File: src/inc/guard_lock_pkg.sv
package guard_lock_pkg;
  localparam int CODE_W = 32;
  localparam logic [CODE_W-1:0] CODE_RESET = 32'h0000_0000;
  localparam int CLK_MHZ = 50;
  localparam int ENERGIZE_NS = 2000;
  localparam int ENERGIZE_CYC = (ENERGIZE_NS * CLK_MHZ + 999) / 1000;
  localparam int CNT_W = 8;
  localparam logic [CNT_W-1:0] ENERGIZE_CNT = CNT_W'(ENERGIZE_CYC);
  localparam int SYNC_W = 8;
  localparam int IN_HOLD = 0;
  localparam int IN_CLOSED = 1;
  localparam int IN_RELEASE = 2;
  localparam int IN_AUX = 3;
  localparam int IN_STUCK = 4;
  localparam int IN_TENSION = 5;
  localparam int IN_SOLV = 6;
  localparam int IN_LINKED = 7;
  typedef enum logic [3:0] {
    ST_IDLE = 4'b0001,
    ST_POWER = 4'b0010,
    ST_READ = 4'b0100,
    ST_PRESENT = 4'b1000
  } detect_t;
endpackage

File: src/rtl/pin_sync.sv
module pin_sync
  import guard_lock_pkg::*;
(
  input wire logic clk_in,
  input wire logic rst_in,
  input wire logic pin_in,
  output logic level_out
);
  logic s1_reg;
  logic s2_reg;
  logic s3_reg;
  always_ff @(posedge clk_in) begin
    if (rst_in) begin
      s1_reg <= 1'b0;
      s2_reg <= 1'b0;
      s3_reg <= 1'b0;
      level_out <= 1'b0;
    end else begin
      s1_reg <= pin_in;
      s2_reg <= s1_reg;
      s3_reg <= s2_reg;
      // change accepted when stages two and three agree
      if (s2_reg == s3_reg) begin
        level_out <= s3_reg;
      end
    end
  end
endmodule

File: src/rtl/guard_lock_ctrl.sv
module guard_lock_ctrl
  import guard_lock_pkg::*;
#(
  parameter bit EXACT_CODE = 1'b1
)
(
  input wire logic CLK_SYS_IN,
  input wire logic RST_IN,
  input wire logic ACTUATOR_NEAR_IN,
  input wire logic TAG_VALID_IN,
  input wire logic [guard_lock_pkg::CODE_W-1:0] TAG_CODE_IN,
  input wire logic TEACH_IN,
  input wire logic CLOSED_IN,
  input wire logic RELEASE_REQUEST_INPUT_IN,
  input wire logic COMM_MODE_IN,
  input wire logic LOCK_COMMAND_BIT_IN,
  input wire logic AUX_RELEASE_IN,
  input wire logic ELEMENT_STUCK_IN,
  input wire logic TENSION_IN,
  input wire logic SOLENOID_OK_IN,
  input wire logic GATEWAY_LINKED_IN,
  input wire logic INTERNAL_FAULT_IN,
  input wire logic [7:0] COMM_DATA_IN,
  input wire logic SUPPLY_OK_IN,
  output logic ENERGIZE_OUT,
  output logic SAFE_OUTPUT_A_OUT,
  output logic SAFE_OUTPUT_B_OUT,
  output logic LOCK_STATE_FLAG_OUT,
  output logic DOOR_CLOSED_FLAG_OUT,
  output logic FAULT_FLAG_OUT,
  output logic FAULT_INDICATOR_OUT,
  output logic OUTPUTS_ACTIVE_FLAG_OUT,
  output logic STUCK_ELEMENT_FLAG_OUT,
  output logic COMM_OUT,
  output logic [guard_lock_pkg::CODE_W-1:0] TAUGHT_CODE_OUT
);
  import guard_lock_pkg::*;

  logic [SYNC_W-1:0] raw;
  logic [SYNC_W-1:0] pin;
  logic near_s;
  logic fault_s;
  logic supply_s;
  assign raw = {GATEWAY_LINKED_IN, SOLENOID_OK_IN, TENSION_IN, ELEMENT_STUCK_IN,
                AUX_RELEASE_IN, RELEASE_REQUEST_INPUT_IN, CLOSED_IN, ACTUATOR_NEAR_IN};

  genvar gi;
  generate
    for (gi = 0; gi < SYNC_W; gi++) begin : g_sync
      pin_sync u_sync (
        .clk_in(CLK_SYS_IN),
        .rst_in(RST_IN),
        .pin_in(raw[gi]),
        .level_out(pin[gi])
      );
    end
  endgenerate
  pin_sync u_fault (
    .clk_in(CLK_SYS_IN),
    .rst_in(RST_IN),
    .pin_in(INTERNAL_FAULT_IN),
    .level_out(fault_s)
  );
  pin_sync u_supply (
    .clk_in(CLK_SYS_IN),
    .rst_in(RST_IN),
    .pin_in(SUPPLY_OK_IN),
    .level_out(supply_s)
  );
  assign near_s = pin[IN_HOLD];

  logic closed;
  logic req_release;
  logic aux;
  assign closed = pin[IN_CLOSED];
  assign aux = pin[IN_AUX];
  assign req_release = COMM_MODE_IN ? LOCK_COMMAND_BIT_IN : pin[IN_RELEASE];

  // actuator detection
  detect_t det_reg;
  logic [CNT_W-1:0] cnt_reg;
  logic [CODE_W-1:0] taught_reg;
  logic code_ok;
  assign code_ok = EXACT_CODE ? (TAG_CODE_IN == taught_reg) : 1'b1;

  always_ff @(posedge CLK_SYS_IN) begin
    if (RST_IN) begin
      det_reg <= ST_IDLE;
      cnt_reg <= '0;
    end else if (!near_s || !closed) begin
      det_reg <= ST_IDLE;
      cnt_reg <= '0;
    end else begin
      case (det_reg)
        ST_IDLE: begin
          det_reg <= ST_POWER;
          cnt_reg <= '0;
        end
        ST_POWER: begin
          cnt_reg <= cnt_reg + CNT_W'(1);
          if (cnt_reg + CNT_W'(1) >= ENERGIZE_CNT) begin
            det_reg <= ST_READ;
          end
        end
        ST_READ: begin
          if (TAG_VALID_IN && code_ok) begin
            det_reg <= ST_PRESENT;
          end
        end
        ST_PRESENT: begin
          if (TAG_VALID_IN && !code_ok) begin
            det_reg <= ST_READ;
          end
        end
        default: det_reg <= ST_IDLE;
      endcase
    end
  end

  // teach-in stores the read code
  always_ff @(posedge CLK_SYS_IN) begin
    if (RST_IN) begin
      taught_reg <= CODE_RESET;
    end else if (TEACH_IN && det_reg == ST_READ && TAG_VALID_IN) begin
      taught_reg <= TAG_CODE_IN;
    end
  end

  logic present;
  assign present = (det_reg == ST_PRESENT);

  // lock state, bistable: no reset branch, but cleared during reset as the synchronised closed input is low
  logic lock_reg;
  logic aux_latch_reg;
  logic was_closed_reg;
  logic lock_next;
  // aux release latches until guard reopened
  always_ff @(posedge CLK_SYS_IN) begin
    if (RST_IN) begin
      aux_latch_reg <= 1'b0;
    end else if (aux) begin
      aux_latch_reg <= 1'b1;
    end else if (!closed) begin
      aux_latch_reg <= 1'b0;
    end
  end

  always_comb begin
    lock_next = lock_reg;
    if (aux || aux_latch_reg || !closed) begin
      lock_next = 1'b0;
    end else if (!supply_s) begin
      lock_next = lock_reg;
    end else if (pin[IN_STUCK]) begin
      lock_next = lock_reg;
    end else if (!was_closed_reg) begin
      lock_next = present && !req_release;
    end else if (req_release) begin
      lock_next = SOLENOID_OK_IN ? 1'b0 : lock_reg;
    end else begin
      lock_next = present;
    end
  end

  always_ff @(posedge CLK_SYS_IN) begin
    lock_reg <= lock_next;
    if (RST_IN) begin
      was_closed_reg <= 1'b1;
    end else if (supply_s) begin
      was_closed_reg <= closed;
    end else begin
      // closing while unpowered leaves the close edge pending until supply returns
      was_closed_reg <= was_closed_reg & closed;
    end
  end

  // door flag validity after aux release
  logic door_valid_reg;
  always_ff @(posedge CLK_SYS_IN) begin
    if (RST_IN) begin
      door_valid_reg <= 1'b1;
    end else if (aux) begin
      door_valid_reg <= 1'b0;
    end else if (!closed) begin
      door_valid_reg <= 1'b1;
    end
  end

  // fault latch, checked on output demand
  logic fault_reg;
  logic demand;
  assign demand = lock_reg && present;
  // fault caught no later than demand
  always_ff @(posedge CLK_SYS_IN) begin
    if (RST_IN) begin
      fault_reg <= 1'b0;
    end else if (fault_s || (demand && (SAFE_OUTPUT_A_OUT != SAFE_OUTPUT_B_OUT))) begin
      fault_reg <= 1'b1;
    end
  end

  logic fault_any;
  logic out_on;
  assign fault_any = fault_reg | fault_s;
  // outputs track the next lock state, in step with the lock flag
  assign out_on = lock_next && present && closed && !aux && !fault_any && supply_s;

  always_ff @(posedge CLK_SYS_IN) begin
    if (RST_IN) begin
      SAFE_OUTPUT_A_OUT <= 1'b0;
      SAFE_OUTPUT_B_OUT <= 1'b0;
      OUTPUTS_ACTIVE_FLAG_OUT <= 1'b0;
      LOCK_STATE_FLAG_OUT <= 1'b0;
      DOOR_CLOSED_FLAG_OUT <= 1'b0;
      FAULT_FLAG_OUT <= 1'b0;
      FAULT_INDICATOR_OUT <= 1'b0;
      ENERGIZE_OUT <= 1'b0;
    end else begin
      SAFE_OUTPUT_A_OUT <= out_on;
      SAFE_OUTPUT_B_OUT <= out_on;
      OUTPUTS_ACTIVE_FLAG_OUT <= out_on;
      LOCK_STATE_FLAG_OUT <= lock_next && !aux;
      DOOR_CLOSED_FLAG_OUT <= closed && near_s && door_valid_reg;
      FAULT_FLAG_OUT <= fault_any;
      FAULT_INDICATOR_OUT <= fault_any;
      ENERGIZE_OUT <= (det_reg == ST_POWER) || (det_reg == ST_READ) || present;
    end
  end

  always_ff @(posedge CLK_SYS_IN) begin
    if (RST_IN) begin
      STUCK_ELEMENT_FLAG_OUT <= 1'b0;
    end else if (pin[IN_STUCK]) begin
      STUCK_ELEMENT_FLAG_OUT <= 1'b1;
    end else if (!pin[IN_TENSION]) begin
      STUCK_ELEMENT_FLAG_OUT <= 1'b0;
    end
  end

  // comm output: parity of data with gateway, else door monitor
  always_ff @(posedge CLK_SYS_IN) begin
    if (RST_IN) begin
      COMM_OUT <= 1'b0;
    end else if (pin[IN_LINKED]) begin
      COMM_OUT <= ^COMM_DATA_IN;
    end else begin
      COMM_OUT <= closed && near_s && door_valid_reg;
    end
  end

  always_ff @(posedge CLK_SYS_IN) begin
    if (RST_IN) begin
      TAUGHT_CODE_OUT <= CODE_RESET;
    end else begin
      TAUGHT_CODE_OUT <= taught_reg;
    end
  end
endmodule

File: config.mk
export PLATFORM = sky130hd
export DESIGN_NAME = guard_lock_ctrl
export DESIGN_NICKNAME = d
export VERILOG_FILES = /design/src/inc/guard_lock_pkg.sv /design/src/rtl/pin_sync.sv /design/src/rtl/guard_lock_ctrl.sv
export SDC_FILE = /design/constraint.sdc
export NUM_CORES = 1
export LEC_CHECK = 0
export BUFFER_PORTS_ARGS = -buffer_cell sky130_fd_sc_hd__clkbuf_2
export CAP_MARGIN = 20
export CORE_MARGIN = 1
export CORE_UTILIZATION = 40
export CTS_CLUSTER_SIZE = 14
export DETAILED_ROUTE_END_ITERATION = 6
export GPL_TIMING_DRIVEN = 1
export PLACE_DENSITY = 0.59
export SYNTH_ARGS = -nofsm -noshare
export SYNTH_HDL_FRONTEND = slang
export SYNTH_SLANG_ARGS = --single-unit
File: constraint.sdc
create_clock -name CLK_SYS_IN -period 3.3 [get_ports CLK_SYS_IN]
set_input_delay 0.66 -clock CLK_SYS_IN [delete_from_list [all_inputs] [get_ports CLK_SYS_IN]]
set_output_delay 0.66 -clock CLK_SYS_IN [all_outputs]
set_load 0.01 [all_outputs]
== Word level (Yosys, flattened, before mapping) ==
Cells that the tools add are included.
Storage, ports and cells
  register bits: 124
  input bits: 56
  output and inout port bits: 42
  logic and storage cells: 123
Operators by class
  add/sub/neg operators: 1
  $lt $le $gt $ge: 1
  eq/ne operators: 19
  muxes and demuxes: 20
  bitwise operators: 2
  reduce and logical (&&, ||, !) cells: 28
Operators with widths (number)
  $eq 32x32->1: 1
  $pmux 4 s4: 1
  $pmux 8 s2: 1
  $mux 1: 15
  $logic_and 1x1->1: 13
  $mux 4: 3
  $eq 1x1->1: 9
  $add 8x1->8 const B: 1
  $ge 8x7->1 const B: 1
  $reduce_xor 8->1: 1
  $logic_not 1->1: 6
  $ne 2x2->1 const B: 3
  $logic_or 1x1->1: 5
  $eq 4x1->1 const B: 1
  $eq 4x2->1 const B: 1
  $eq 4x3->1 const B: 1
  $eq 4x4->1 const B: 1
  $ne 2x1->1 const B: 2
  $reduce_and 3->1: 1
  $reduce_bool 2->1: 1
  $reduce_or 2->1: 1
  $and 1x1->1: 1
  $or 1x1->1: 1

== Longest topological paths before layout ==
  word-level depth: 12
  mapped depth: 7
  gate-level depth less buffers: 6

== Modules after synthesis ==
A second synthesis with hierarchy kept.
Second synthesis, totals
  cell total of the unflattened synthesis: 484
  area total of the unflattened synthesis: 4763.3 µm²
Modules (own cells, without submodules)
  guard_lock_ctrl: instances 1, cells an instance 394, area each 3749.8 µm², seq. area each 1761.7 µm²
  pin_sync: instances 9, cells an instance 10, area each 112.6 µm², seq. area each 80.1 µm²

== Worst setup path before layout ==
Ideal clock, no wire load.
  path type: input to register
  start: input TAG_VALID_IN
  end: register taught_reg[15]
  library setup time: 71 ps
  data arrival time: 1506 ps
  required time: 3229 ps
  setup slack: 1723 ps
  stages: 7
  buffers on the path: 2
  cells stage by stage: inv_1 nor3b_2 and3_1 buf_2 buf_4 nand2_1 a21oi_1
Between the ends
  word-level cells in the longest chain between the ends: 1
RTL lines
  start, declared: RTL line guard_lock_ctrl.sv:10  | input wire logic TAG_VALID_IN,
  $logic_and 1x1->1: RTL line guard_lock_ctrl.sv:124  | end else if (TEACH_IN && det_reg == ST_READ && TAG_VALID_IN) begin
  end signal, assigned: RTL line guard_lock_ctrl.sv:123  | taught_reg <= CODE_RESET;
  end signal, assigned: RTL line guard_lock_ctrl.sv:125  | taught_reg <= TAG_CODE_IN;
  end, declared: RTL line guard_lock_ctrl.sv:82  | logic [CODE_W-1:0] taught_reg;
No other way between the ends.
A chain may end at the register's enable or synchronous reset.

== Final worst setup path ==
  start: input RST_IN
  end: register cnt_reg[4]
Between the ends
  word-level cells in the longest chain between the ends: 1
RTL lines
  start, declared: RTL line guard_lock_ctrl.sv:8  | input wire logic RST_IN,
  $reduce_or 2->1 (no line)
  end signal, assigned: RTL line guard_lock_ctrl.sv:100  | cnt_reg <= cnt_reg + CNT_W'(1);
  end, declared: RTL line guard_lock_ctrl.sv:81  | logic [CNT_W-1:0] cnt_reg;
No other way between the ends.

==> metrics.txt <==
I/O Buffers just under 100; Post-Synth XOR/XNOR Area 0.0802; clock latency on the worst-skew pair 410 ps; Rel. slew slack 0.527; Initial Utilization 0.418; Setup Buffers After CTS 0; Routed Antenna Nets 0; GRT Util Overall 0.168; proportion of layout cells with a drive suffix above 1 0.236; post-synthesis simple-gate area fraction 0.224; htree depth 4; vias in the first global route about 3300; CP startpoint kind input pin; area grow syn2layout 23.6%; WL per Instance ~13 um; Reg clk slew, reported paths ~60 ps; CP cell instances buf_4 > buf_4 > nor2_1 > o21ai_0 > a21oi_1; Yosys warning total 0; Post-Syn Nets 546; crit path max-delay cell type buf_4; leakage approximately 2.2 nW; initial antenna violation count 0; Yosys cell types 48; Top Family by Delay on Critical Path buffers and inverters; sequential share of power 0.458; Fin. Hold Viols 0; CTS max path bufs 2; pin count of the biggest net entering global routing approximately 60; routability cong. 0.827; Worst Max-Slew Pin Slew 710 ps; Syn Inst Count 488; Core Area ~11000 um2; leading register cell type out of synthesis dfxtp_1; HPWL after DPL ~6400 um; CTS tree done; DRC Markers 0; Iter 0 DRT Violations ~160; Pins Over Slew Limit 0; vias between 3000 and 4000; aggregate global routing overflow 0; CTS Buf Count 17; endpoint type of the worst setup path flip-flop; area of the die 11900 um2; CTS Hold Bufs 0; skew final around 4.6 ps; min cycle time layout roughly 1800 ps; Max VDD drop 0.361 mV; CP max FO 60; RSZ-0062 raised after global routing false; final period utilization 0.539; worst hold path type reg2reg; PD cells 584 nW/um2; CP required around 3600 ps; Compound-Gate Fraction of Synth Area 0.113; Post-CTS Resized 0; Psw just under 0.8 mW; Std-Cell Rows 38; IO Pins between 90 and 100; Antenna Cells 0; critical path's most frequent cell buf_4; status finished clean; Root Driver clkbuf_16; number of synthesized register bits ~120; first-pass GRT wire length between 15000 and 20000 um; sequential fraction of the synthesis area 0.541; Post-layout nets between 600 and 700; Pre-Repair DR Iteration Count 5; multiplexer share of the synthesized area 0.00218; Synth Area in Adders 0.00546; CP max stage delay roughly 600 ps; final setup TNS 0 ps; kind of critical path in2reg; vias per cell 4.77; Internal Power about 2.5 mW; die span in y about 110 um; Worst Path Buf+Inv 2; worst path arrival time ~2100 ps; Sw Ratio 0.234; main combinational cell family by area after synthesis simple AND/OR/NAND/NOR gates; CTS Sinks about 120; Clk pwr share 0.507; FMAX 563 MHz; Post-synth EDFFs 0; MaxCap Viol Count 0; Final setup viols 0; routed wire length roughly 9500 um; Avg Cell Area, Syn ~9.4 um2; logic gate share of total power 0.035; cell area after synthesis 4590 um2; Min Hold Slack roughly 440 ps; DIE WIDTH about 110 um; Synth async-reset ratio 0
==> worst paths after layout <==
| check | startpoint | slack [ps] | end | depth (start not counted) |
|---|---|---|---|---|
| min reg2reg | u_supply.s1_reg | 440 | u_supply.s2_reg | 1 |
| min | u_supply.s1_reg | 440 | u_supply.s2_reg | 1 |
| max reg2reg | cnt_reg[0] | 1570 | det_reg[2] | 6 |
| max | RST_IN | 1520 | cnt_reg[4] | 5 |
==> logic make-up (layout without fill, tap and decap cells) <==
logic type / after synthesis / in the layout
flip-flops: 124 / 124
multiplexers: 1 / 1
adder cells (fa/ha/maj): 2 / 2
buffers and inverters: 29 / 134
XOR/XNOR: 42 / 42
AND/OR/NAND/NOR: 200 / 200
AO/OA/AOI/OAI: 90 / 90
==> metal layers <==
| metal | wire length [um] | GRT usage | vias up |
|---|---|---|---|
| li1 | - | - | 1793 |
| met2 | 4540 | 0.269 | 88 |
| met3 | 532 | 0.0562 | 13 |
| met4 | 107 | 0.0676 | 0 |
| met5 | 0 | 0 | - |
| met1 | 4280 | 0.206 | 1605 |
==> area by class of cell <==
class / count / area (um2)
clock buffer: 17 / 425
tap: 140 / 175
fill: 1023 / 5320
multi-input combinational: 335 / 1950
clock inverter: 15 / 118
timing repair buffer: 100 / 510
inverter: 2 / 7.51
sequential: 124 / 2480
==> through the flow <==
stage / setup slack [ps] / cell area, um2 / util / instances / power (mW)
after global routing: 1380 / 5670 / 0.516 / 733 / 3.44
after global placement: 1160 / 5120 / 0.467 / 701 / 1.66
final: 1520 / 5670 / 0.516 / 733 / 3.31
after detailed placement: 1100 / 5120 / 0.467 / 701 / 1.67
after floorplan: 1720 / 4590 / - / 488 / 1.61
after CTS: 1530 / 5670 / 0.516 / 733 / 3.35
==> power groups by stage <==
| stage | Sequential, mW | Combinational [mW] | Clock, mW |
|---|---|---|---|
| 2_1_floorplan | 1.55 | 0.0629 | 0 |
| 3_3_place_gp | 1.55 | 0.116 | 0 |
| 3_5_place_dp | 1.55 | 0.117 | 0 |
| 4_1_cts | 1.52 | 0.117 | 1.71 |
| 5_1_grt | 1.52 | 0.126 | 1.79 |
| 6_report | 1.52 | 0.115 | 1.68 |
==> Yosys cell counts (3+ instances only) <==
library cell | number | share of area
dfxtp_1 | 124 | 0.54
buf_4 | 8 | 0.013
clkbuf_1 | 8 | 0.0065
buf_1 | 3 | 0.0025
o21ai_0 | 21 | 0.023
nand3_1 | 4 | 0.0044
nor3_1 | 4 | 0.0044
nand4_1 | 8 | 0.011
a21oi_1 | 55 | 0.060
nand2_1 | 83 | 0.068
buf_2 | 7 | 0.0076
nor2_1 | 18 | 0.015
xnor2_1 | 40 | 0.076
nor4_1 | 3 | 0.0041
nor2b_1 | 62 | 0.085
==> cell usage in the layout (no fill, tap or decap), types with 2 or more instances in the layout <==
| master | Yosys | layout |
|---|---|---|
| a21oi_1 | 55 | 55 |
| a311oi_1 | 2 | 2 |
| a31oi_1 | 2 | 2 |
| and3_1 | 2 | 2 |
| buf_4 | 8 | 4 |
| clkbuf_16 | 0 | 17 |
| clkbuf_2 | 0 | 96 |
| clkinv_2 | 0 | 2 |
| clkinv_4 | 0 | 4 |
| clkinvlp_4 | 0 | 5 |
| dfxtp_1 | 124 | 124 |
| ha_1 | 2 | 2 |
| inv_1 | 2 | 2 |
| inv_6 | 0 | 4 |
| nand2_1 | 83 | 83 |
| nand2b_1 | 2 | 2 |
| nand3_1 | 4 | 4 |
| nand4_1 | 8 | 8 |
| nor2_1 | 18 | 18 |
| nor2b_1 | 62 | 62 |
| nor3_1 | 4 | 4 |
| nor4_1 | 3 | 3 |
| o21ai_0 | 21 | 21 |
| xnor2_1 | 40 | 40 |
| xor2_1 | 2 | 2 |
(Power assumes the default switching activity.)
